## src/prs_pkg.sv

```systemverilog
// Package for the power-on-reset sequencer: timing constants, scheme codes,
// and the structs that carry supply status and line controls.
// Assumes a 10 MHz free-running oscillator clock.
package prs_pkg;

    // Oscillator rate
    localparam int unsigned CLK_HZ = 10_000_000;

    // Delay windows in microseconds (exclusive bounds)
    localparam int unsigned FAST_MIN_US = 3_000;
    localparam int unsigned FAST_MAX_US = 9_000;
    localparam int unsigned STD_MIN_US  = 50_000;
    localparam int unsigned STD_MAX_US  = 200_000;

    // Cycle counts derived from the rate; targets sit mid-window
    localparam int unsigned CYC_PER_US   = CLK_HZ / 1_000_000;
    localparam int unsigned FAST_MIN_CYC = FAST_MIN_US * CYC_PER_US;
    localparam int unsigned FAST_MAX_CYC = FAST_MAX_US * CYC_PER_US;
    localparam int unsigned STD_MIN_CYC  = STD_MIN_US * CYC_PER_US;
    localparam int unsigned STD_MAX_CYC  = STD_MAX_US * CYC_PER_US;
    localparam int unsigned FAST_DEF_CYC = (FAST_MIN_CYC + FAST_MAX_CYC) / 2;
    localparam int unsigned STD_DEF_CYC  = (STD_MIN_CYC + STD_MAX_CYC) / 2;

    // Counter width, enough for the standard maximum
    localparam int unsigned CNT_W = 21;

    // Reset values
    localparam logic [CNT_W-1:0] CNT_RST = 21'h000000;

    // Scheme select pin width
    localparam int unsigned SEL_W = 4;

    // Scheme select codes; arbitrary encoding
    localparam logic [SEL_W-1:0] SEL_AS_STD  = 4'h0;
    localparam logic [SEL_W-1:0] SEL_AS_FAST = 4'h1;
    localparam logic [SEL_W-1:0] SEL_AP_STD  = 4'h2;
    localparam logic [SEL_W-1:0] SEL_AP_FAST = 4'h3;
    localparam logic [SEL_W-1:0] SEL_PS_STD  = 4'h4;
    localparam logic [SEL_W-1:0] SEL_PS_FAST = 4'h5;
    localparam logic [SEL_W-1:0] SEL_FPP     = 4'h6;

    // Decoded scheme
    typedef enum logic [2:0] {
        SCH_ACTIVE_SERIAL   = 3'h0,
        SCH_ACTIVE_PARALLEL = 3'h1,
        SCH_PASSIVE_SERIAL  = 3'h2,
        SCH_FAST_PASSIVE_PARALLEL = 3'h3,
        SCH_JTAG            = 3'h4,
        SCH_NONE            = 3'h5
    } prs_scheme_type;

    // Supply good flags from the analog trip detectors
    typedef struct packed {
        logic core_ok;
        logic pll_analog_ok;
        logic io_ok;
    } prs_supply_type;

    // Open-drain line control: drive value and enable (high drives the pin)
    typedef struct packed {
        logic o;
        logic oe;
    } prs_od_type;

endpackage

```

## src/prs_delay_sel.sv

```systemverilog
// Decoder from the scheme select pins to the delay length and scheme.
// Assumes the pins are static straps, synchronous to the oscillator.
`timescale 1ns/1ps
module prs_delay_sel (
    // Strap inputs
    input  wire logic [prs_pkg::SEL_W-1:0] scheme_select_pins,
    input  wire logic                      jtag_active,
    // Decoded outputs
    output logic                           fast_sel,
    output prs_pkg::prs_scheme_type        scheme
);

    // Delay class follows the pins even under the JTAG override
    always_comb begin
        fast_sel = 1'b0;
        scheme   = prs_pkg::SCH_NONE;
        unique case (scheme_select_pins)
            prs_pkg::SEL_AS_STD: begin
                scheme = prs_pkg::SCH_ACTIVE_SERIAL;
            end
            prs_pkg::SEL_AS_FAST: begin
                fast_sel = 1'b1;
                scheme   = prs_pkg::SCH_ACTIVE_SERIAL;
            end
            prs_pkg::SEL_AP_STD: begin
                scheme = prs_pkg::SCH_ACTIVE_PARALLEL;
            end
            prs_pkg::SEL_AP_FAST: begin
                fast_sel = 1'b1;
                scheme   = prs_pkg::SCH_ACTIVE_PARALLEL;
            end
            prs_pkg::SEL_PS_STD: begin
                scheme = prs_pkg::SCH_PASSIVE_SERIAL;
            end
            prs_pkg::SEL_PS_FAST: begin
                fast_sel = 1'b1;
                scheme   = prs_pkg::SCH_PASSIVE_SERIAL;
            end
            prs_pkg::SEL_FPP: begin
                fast_sel = 1'b1;
                scheme   = prs_pkg::SCH_FAST_PASSIVE_PARALLEL;
            end
            default: begin
                // Unused codes fall back to the safe, longer delay
                fast_sel = 1'b0;
                scheme   = prs_pkg::SCH_NONE;
            end
        endcase
        // JTAG overrides the scheme choice, not the delay class
        if (jtag_active) begin
            scheme = prs_pkg::SCH_JTAG;
        end
    end

endmodule // prs_delay_sel

```

## src/prs_sequencer.sv

```systemverilog
// Power-on-reset sequencer: holds the device in reset until supplies are
// good, counts the selected delay, then releases the status line.
// Assumes clk is the free-running internal oscillator and supply flags are
// synchronous to it. Status and done lines are open-drain with pull-ups.
// The host owns those pull-ups and the request line; this block only ever
// pulls a line low or lets it go.
//
// Overview of operation
// - Hold reset and keep status line low until all supplies pass trip point.
// - After power-up keep watching core and PLL analog supplies for brownout.
// - Pick fast or standard delay from the scheme select pins.
// - Fast delay lies strictly between 3 ms and 9 ms.
// - Standard delay lies strictly between 50 ms and 200 ms.
// - Fast-marked schemes use fast delay; standard-marked schemes use standard.
// - JTAG overrides the scheme choice; delay still follows the select pins.
// - During delay hold status and done low; afterwards release status, configure.
// - Device stays in reset while the request line or the status line is low.
`timescale 1ns/1ps
module prs_sequencer #(
    parameter int unsigned FAST_CYC = prs_pkg::FAST_DEF_CYC,
    parameter int unsigned STD_CYC  = prs_pkg::STD_DEF_CYC
) (
    // Clock and reset
    input  wire logic                      clk,
    input  wire logic                      rst_n,
    // Supply monitors
    input  wire prs_pkg::prs_supply_type   supplies,
    // Strap and mode inputs
    input  wire logic [prs_pkg::SEL_W-1:0] scheme_select_pins,
    input  wire logic                      jtag_active,
    // Configuration lines
    input  wire logic                      config_req_n,
    input  wire logic                      status_n_in,
    output prs_pkg::prs_od_type            status_n_drv,
    output prs_pkg::prs_od_type            conf_done_drv,
    input  wire logic                      conf_done_seen,
    // Device state
    output logic                           por_active,
    output logic                           device_reset,
    output logic                           config_mode,
    output logic                           fast_delay,
    output prs_pkg::prs_scheme_type        scheme_out
);

    // Sequencer states; 2'b11 is unused and falls back to waiting
    typedef enum logic [1:0] {
        ST_WAIT_SUPPLY = 2'b00,
        ST_COUNT       = 2'b01,
        ST_RELEASED    = 2'b10
    } prs_state_type;

    // Sequencer state
    prs_state_type               state_reg;
    prs_state_type               state_next;

    // Delay counter and its end point
    logic [prs_pkg::CNT_W-1:0]   cnt_reg;
    logic [prs_pkg::CNT_W-1:0]   term;
    logic                        fast_reg;

    // Decoder outputs
    logic                        fast_sel;
    prs_pkg::prs_scheme_type     scheme_dec;

    // Supply summaries
    logic                        all_ok;
    logic                        run_ok;

    // Device-facing state
    logic                        cfg_reg;
    logic                        rst_out_reg;

    // Pin decoder; purely combinational, the scheme is registered below
    // and the delay class is latched while waiting
    prs_delay_sel prs_delay_sel_i (
        .scheme_select_pins (scheme_select_pins),
        .jtag_active        (jtag_active),
        .fast_sel           (fast_sel),
        .scheme             (scheme_dec)
    );

    // Supply summaries. Trip detection itself is analog and lives outside;
    // these flags arrive already filtered and synchronous to the oscillator.
    // Every supply must be good to leave power-on reset
    assign all_ok = supplies.core_ok & supplies.pll_analog_ok & supplies.io_ok;
    // Once released only core and PLL analog supply are watched
    assign run_ok = supplies.core_ok & supplies.pll_analog_ok;

    // Terminal count from the latched delay class. The counter runs from zero,
    // so the count phase lasts exactly FAST_CYC or STD_CYC oscillator cycles;
    // one more cycle is spent seeing the supplies good in the waiting state.
    assign term = fast_reg ? prs_pkg::CNT_W'(FAST_CYC - 1)
                           : prs_pkg::CNT_W'(STD_CYC - 1);

    // Next state. Any supply loss while counting restarts the whole delay;
    // after release the I/O supply is no longer watched, only core and PLL.
    always_comb begin
        state_next = state_reg;
        unique case (state_reg)
            ST_WAIT_SUPPLY: begin
                // Nothing happens until all three supplies are good
                if (all_ok) begin
                    state_next = ST_COUNT;
                end
            end
            ST_COUNT: begin
                // Supply loss wins over the terminal count
                if (!all_ok) begin
                    state_next = ST_WAIT_SUPPLY;
                end else if (cnt_reg == term) begin
                    state_next = ST_RELEASED;
                end
            end
            ST_RELEASED: begin
                // I/O supply loss is ignored once released
                if (!run_ok) begin
                    state_next = ST_WAIT_SUPPLY;
                end
            end
            default: begin
                state_next = ST_WAIT_SUPPLY;
            end
        endcase
    end

    // State register; reset parks the machine in waiting, so supplies are
    // checked again from scratch
    always_ff @(posedge clk) begin
        if (!rst_n) begin
            state_reg <= ST_WAIT_SUPPLY;
        end else begin
            state_reg <= state_next;
        end
    end

    // Timing walk: edge 1 sees all supplies good and enters counting with the
    // counter at zero; the counter then steps once per edge, and the edge after
    // it reaches the terminal value moves to released and lets go of status.
    // Delay counter; restarts whenever supplies drop so a glitch cannot shorten it
    always_ff @(posedge clk) begin
        if (!rst_n) begin
            cnt_reg <= prs_pkg::CNT_RST;
        end else if (state_reg == ST_COUNT && all_ok) begin
            cnt_reg <= cnt_reg + prs_pkg::CNT_W'(1);
        end else begin
            cnt_reg <= prs_pkg::CNT_RST;
        end
    end

    // Delay class caught while waiting so a pin change mid-count is ignored.
    // The latch tracks the straps for the whole waiting phase, so a slow
    // strap still settles before the class is frozen.
    always_ff @(posedge clk) begin
        if (!rst_n) begin
            fast_reg <= 1'b0;
        end else if (state_reg == ST_WAIT_SUPPLY) begin
            fast_reg <= fast_sel;
        end
    end

    // Status line: driven low until the delay ends; done line low throughout.
    // Driven from the next state so the line moves on the same edge as the
    // state, with no cycle of skew against por_active in either direction.
    always_ff @(posedge clk) begin
        if (!rst_n) begin
            status_n_drv <= '{o: 1'b0, oe: 1'b1};
        end else if (state_next == ST_RELEASED) begin
            status_n_drv <= '{o: 1'b0, oe: 1'b0};
        end else begin
            status_n_drv <= '{o: 1'b0, oe: 1'b1};
        end
    end

    // Done line held low until configuration data completes elsewhere.
    // Next-state based as well, so a brownout pulls it low on the very edge
    // that re-enters power-on reset.
    always_ff @(posedge clk) begin
        if (!rst_n) begin
            conf_done_drv <= '{o: 1'b0, oe: 1'b1};
        end else if (state_next != ST_RELEASED || !cfg_reg) begin
            conf_done_drv <= '{o: 1'b0, oe: 1'b1};
        end else if (conf_done_seen) begin
            conf_done_drv <= '{o: 1'b0, oe: 1'b0};
        end
    end

    // Internal reset follows request and status line levels; it also rises on
    // the edge that leaves the released state, so a brownout resets at once
    always_ff @(posedge clk) begin
        if (!rst_n) begin
            rst_out_reg <= 1'b1;
        end else begin
            rst_out_reg <= (state_next != ST_RELEASED) | ~config_req_n | ~status_n_in;
        end
    end

    // Configuration mode once released and out of reset. It shares the reset
    // terms, so the two outputs never disagree.
    always_ff @(posedge clk) begin
        if (!rst_n) begin
            cfg_reg <= 1'b0;
        end else begin
            cfg_reg <= (state_next == ST_RELEASED) & config_req_n & status_n_in;
        end
    end

    // Scheme seen by the rest of the device; JTAG already overrides.
    // Unlike the delay class it is not frozen, since it only steers loading.
    always_ff @(posedge clk) begin
        if (!rst_n) begin
            scheme_out <= prs_pkg::SCH_NONE;
        end else begin
            scheme_out <= scheme_dec;
        end
    end

    // Status outputs; por_active is decoded straight from the state register,
    // the others are flops already
    assign por_active   = (state_reg != ST_RELEASED);
    assign device_reset = rst_out_reg;
    assign config_mode  = cfg_reg;
    assign fast_delay   = fast_reg;

endmodule // prs_sequencer

```

## config.mk

```make
export PLATFORM = sky130hd
export DESIGN_NAME = prs_sequencer
export DESIGN_NICKNAME = d
export VERILOG_FILES = /design/src/prs_pkg.sv /design/src/prs_delay_sel.sv /design/src/prs_sequencer.sv
export SDC_FILE = /design/constraint.sdc
export NUM_CORES = 1
export LEC_CHECK = 0
export BUFFER_PORTS_ARGS = -buffer_cell sky130_fd_sc_hd__buf_2
export CORE_ASPECT_RATIO = 0.9
export CORE_UTILIZATION = 49
export DETAILED_ROUTE_END_ITERATION = 8
export GPL_TIMING_DRIVEN = 1
export PLACE_DENSITY = 0.83
export SLEW_MARGIN = 40
export SYNTH_ARGS = -nofsm -noshare
export SYNTH_HDL_FRONTEND = slang
export SYNTH_SLANG_ARGS = --single-unit
```

## constraint.sdc

```tcl
create_clock -name clk -period 1.7 [get_ports clk]
set_clock_uncertainty 0.1 [all_clocks]
set_input_delay 0.255 -clock clk [delete_from_list [all_inputs] [get_ports clk]]
set_output_delay 0.255 -clock clk [all_outputs]
set_load 0.1 [all_outputs]
```

==> results of run 1 <==
==> critical path, delay by kind of cell (launching register included) <==
family | cells | cell delay (ns)
fa+ha+maj | 1 | 0.22
xor+xnor | 1 | 0.18
flops | 1 | 0.38
buf+inv | 1 | 0.19
simple gates | 3 | 0.54
==> what timing repair did <==
action / 4_1_cts / 5_1_grt
cloned: 0 / 0
resized for setup: 1 / 7
hold buffers: 1 / 0
setup endpoints to repair: 1 / 11
pin swaps: 0 / 3
hold endpoints to repair: 1 / 0
==> per-stage QoR <==
stage               worst slack, ns  std cells
CTS                          0.0309        244
finish                      -0.0142        244
global placement              0.140        235
floorplan                    0.0498        170
detailed placement           0.0516        235
global route                 -0.118        244
==> Yosys cell counts, types with 2 or more instances <==
cell type and number:
or4_1 2, nor4b_1 2, nand4_1 7, nor2_1 19, dfxtp_1 31, nand2b_1 2, xnor2_1 7, and2_1 2
xor2_1 6, a31o_2 2, and4_1 3, o21ai_0 7, a31oi_1 3, and3_1 5, nor4_2 2, mux2i_1 2
or3_1 5, nand3_1 12, buf_4 3, nand2_1 13, a21oi_1 5, inv_1 3, nor3_1 5, nand3b_1 2
==> power breakdown <==
part	total, uW	internal [uW]	switching (uW)
clock	613	347	266
sequential	735	731	4.00
combinational	91.5	22.5	69.0
total	1440	1100	339
==> routing by layer <==
layer  vias up  track usage (%)
met3         9             9.62
met4         0             12.3
met5         -                0
met2        55             38.8
li1        672                -
met1       621             27.4
==> worst paths after layout <==
kind	endpoint	slack, ns	cells after the start
hold / removal	scheme_out[0]	0.01	2
setup reg to reg	cnt_reg[10]	-0.01	6
hold reg to reg	cnt_reg[0]	0.38	1
setup / recovery	cnt_reg[10]	-0.01	6
==> layout make-up <==
cell class                 instances  area [sq um]
fill                             235           986
multi-input combinational        129           810
sequential                        31           627
timing repair buffer              33           200
clock buffer                       6          51.3
tap                               40          50.0
clock inverter                     2          35.0
inverter                           3          11.3
==> kinds of logic (layout without fill, tap and decap cells) <==
family	after synthesis	in the layout
flops	31	31
mux	2	2
simple gates	89	89
fa+ha+maj	1	1
other cells	1	2
buf+inv	10	44
xor+xnor	13	13
compound gates	22	22
==> impl_metrics.toml, run 1 <==
[finish]
final_common_cell = "dfxtp_1"
largest_reg_flops = 21
antenna_cells = 0
fin_nets = 217
final_area_sq_mm = 0.00178
drive_gt1_share_pct = 27.9
syn_to_final_growth_pct = 22.7
final_cell_mix = "26 x dfxtp_1, 20 x buf_2, 19 x nor2_1, 13 x nand2_1"
final_util_pct = 64.4

[clock_tree]
cts_setup_buffers = 0
cts_root_buf = "clkbuf_4"
cts_max_path_buffers = 2
cts_buffers = 5
cts_tree = "built"
path_clk_slew_ns = 0.10
clkLatencyLatePin_ns = 0.34
cts_sinks = 31
cts-htree-levels = 2

[grt]
grt_usage_pct = 24.0
grt_pass1_wl_um = 5400
grt_pass1_vias = 1276
antenna_found_initial = 0
grt_max_degree = 12
overflow = 0

[status]
violations = "setup timing"
outcome = "finished, violations left"

[logic_synthesis]
synth_xor_area_share_pct = 7.83
synth_area_leaders = "dfxtp_1 43%, nor2_1 4.9%, xnor2_1 4.2%"
synth_top_area_share_pct = 42.7
yosysSeqAreaShare_pct = 42.7
synth-compound-area-share_pct = 9.47
avgSynthCellArea_sq_um = 8.60
netlist_area_sq_mm = 0.00145
ys.flop_type = "dfxtp_1"
muxShareOfSynthArea_pct = 1.38
synth_edf_count = 0
ys_types = 43
async_flop_share_pct = 0
yosys_warnings = 0
ys_ff_latch = 31
synth_cells = 169
synth_simple_gate_area_share_pct = 34.0
synth.largest_area_cell = "dfxtp_1"
synth_top_family_by_area = "simple AND/OR/NAND/NOR gates"
synth_adder_area_share_pct = 0.861

[critical_path]
reg2reg_from = "cnt_reg[0]"
path_class = "flop to flop"
critPathArrivalTime_ns = 1.85
path_max_fanout = 4
critPathSlowestCell = "dfxtp_1"
cpPeakStageDelay_ns = 0.38
crit_chain = "ha_2 -> nand3_1 -> buf_4 -> nor3_1 -> xnor2_1 -> nor2_1"
cp.required_ns = 1.84
worst_setup_path_end_kind = "flop"
crit_path_start_kind = "flop"
crit_start = "cnt_reg[0]"

[pwr]
total_power_uw = 1440
power.density_mw_per_mm2 = 807
max-vdd-ir-drop_uv = 464
p_leak_uw = 0.000678

[detailed_routing]
drc_errors = 0
drtAntennaViolNets = 0
wl_per_cell_um = 14.0
viasPerCell = 5.56
top_layer = "met4"
dr.pass1.iters = 4
drt_iter0_drc = 66
met3_length_um = 247
m1WireLength_um = 1440
num_vias = 1357
drt_wl_total_um = 3430
met2_length_um = 1650

[timing]
whs_ns = 0.0105
max_freq_mhz = 583
fin_ws_ns = -0.0142
fin_crit_ns = 1.71
hold_viol_final = 0
drv_slew = 0
post-route-period-util_pct = 101
setup_viol = 1
setup_tns_ns = -0.0142

[floorplan]
pin_count = 24
die_x_um = 59.4
dieArea_sq_mm = 0.00319
start_util_pct = 52.5
rows = 18
core_area_sq_mm = 0.00277
die_h_um = 53.7

[placement]
portBuffers = 21
placed_cell_area_sq_mm = 0.00166
gp_congestion = 0.853
dp_hpwl_um = 2450

[min_path]
hold_start = "rst_n"
hp-class = "input port to flop"

[flow_run]
cap_violations = 0
Power figures use the tool's default switching activity.
==> run 2, diff against run 1 <==
--- a/config.mk
+++ b/config.mk
@@ -8,6 +8,7 @@
 export BUFFER_PORTS_ARGS = -buffer_cell sky130_fd_sc_hd__buf_2
 export CORE_ASPECT_RATIO = 0.9
 export CORE_UTILIZATION = 49
+export CTS_BUF_LIST = sky130_fd_sc_hd__clkbuf_16
 export DETAILED_ROUTE_END_ITERATION = 8
 export GPL_TIMING_DRIVEN = 1
 export PLACE_DENSITY = 0.83
==> impl_metrics.toml, run 2 (synthesis gave the netlist of run 1 again) <==
[floorplan]
core_area_sq_mm = 0.00277
die_h_um = 53.7
start_util_pct = 52.5
dieArea_sq_mm = 0.00319
pin_count = 24
die_x_um = 59.4
rows = 18

[finish]
syn_to_final_growth_pct = 28.7
final_cell_mix = "26 x dfxtp_1, 21 x buf_2, 19 x nor2_1, 13 x nand2_1, 13 x buf_4"
fin_nets = 218
final_common_cell = "dfxtp_1"
drive_gt1_share_pct = 28.8
final_cells = 245
largest_reg_flops = 21
antenna_cells = 0

[flow_run]
cap_violations = 0

[clock_tree]
cts_buffers = 5
cts_max_path_buffers = 2
cts_tree = "built"
path_clk_slew_ns = 0.05
clkLatencyLatePin_ns = 0.28
cts_sinks = 31
cts-htree-levels = 2
cts_root_buf = "clkbuf_16"

[detailed_routing]
drt_wl_total_um = 3590
dr.pass1.iters = 4
num_vias = 1379
drt_iter0_drc = 108
drtAntennaViolNets = 0
viasPerCell = 5.63
drc_errors = 0
wl_per_cell_um = 14.6

[critical_path]
crit_path_start_kind = "flop"
r2r_cells = 6
critPathArrivalTime_ns = 1.77
path_class = "flop to flop"
cp.required_ns = 1.76
worst_setup_path_end_kind = "flop"
path_max_fanout = 4

[timing]
drv_slew = 0
setup_viol = 1
post-route-period-util_pct = 100
fin_ws_ns = -0.00241
hold_viol_final = 0
max_freq_mhz = 587
fin_crit_ns = 1.70
setup_tns_ns = -0.00241

[placement]
place_inst = 235
portBuffers = 21
dp_hpwl_um = 2450
gp_congestion = 0.853
dp_slack_ns = 0.0516

[status]
violations = "setup timing"
outcome = "finished, violations left"

[pwr]
power.density_mw_per_mm2 = 971
total_power_uw = 1820
max-vdd-ir-drop_uv = 760
p_leak_uw = 0.000709

[grt]
grt_usage_pct = 25.1
overflow = 0
grt_pass1_vias = 1270
grt_max_degree = 12
grt_pass1_wl_um = 5620
antenna_found_initial = 0

[min_path]
hold_path_depth = 2
hp-class = "input port to flop"
## run 2: cell types whose count changed in the layout (fill, tap and decap cells not counted), sizes merged
cell,delta
buf,+2
clkbuf,-1
clkinv,+1
dlygate4sd3,-1
## run 2: final cells by class
type,instances,area [sq um]
multi-input combinational,129,817
fill,212,898
sequential,31,627
tap,40,50.0
inverter,3,11.3
clock inverter,3,38.8
clock buffer,5,125
timing repair buffer,34,203
## run 2: worst max-delay path, cell delays in order, from the launching register on
cell     delay, ns
dfxtp_1       0.37
ha_2          0.23
nand3_1       0.14
buf_4         0.19
nor3_1        0.32
xnor2_1       0.18
nor2_1        0.06
## run 2: report_power, final
| part | internal [uW] | total (uW) | switching (uW) |
|---|---|---|---|
| sequential | 733 | 737 | 4.00 |
| clock | 682 | 992 | 310 |
| combinational | 21.0 | 89.7 | 68.6 |
## run 2: worst paths after layout
check                   start            end  slack, ns
hold reg to reg    cnt_reg[0]     cnt_reg[0]       0.38
setup reg to reg   cnt_reg[0]    cnt_reg[10]     -0.002
hold / removal    jtag_active  scheme_out[0]       0.08
setup / recovery   cnt_reg[0]    cnt_reg[10]     -0.002
## run 2: stage by stage
stage | hold slack, ns | instance area [sq um] | utilization (%)
after floorplan | 0.231 | 1460 | -
after global placement | 0.339 | 1660 | 59.9
after detailed placement | 0.366 | 1660 | 59.9
after CTS | 0.0786 | 1830 | 66.2
after global routing | 0.0937 | 1870 | 67.6
final | 0.0809 | 1870 | 67.6
## run 2: routing by layer
metal | global-route usage (%) | wire length, um | part of all wire (%) | vias to the layer above
li1 | - | - | - | 676
met1 | 28.8 | 1570 | 44 | 652
met2 | 39.3 | 1750 | 49 | 45
met3 | 10.3 | 202 | 5.6 | 6
met4 | 14.7 | 61 | 1.7 | 0
met5 | 0 | 0 | 0 | -
## run 2: what timing repair did
item                       in CTS  in global routing
pin swaps                       1                  2
hold buffers                    0                  0
setup buffers                   0                  2
resized for setup               1                  7
setup endpoints to repair       1                  9
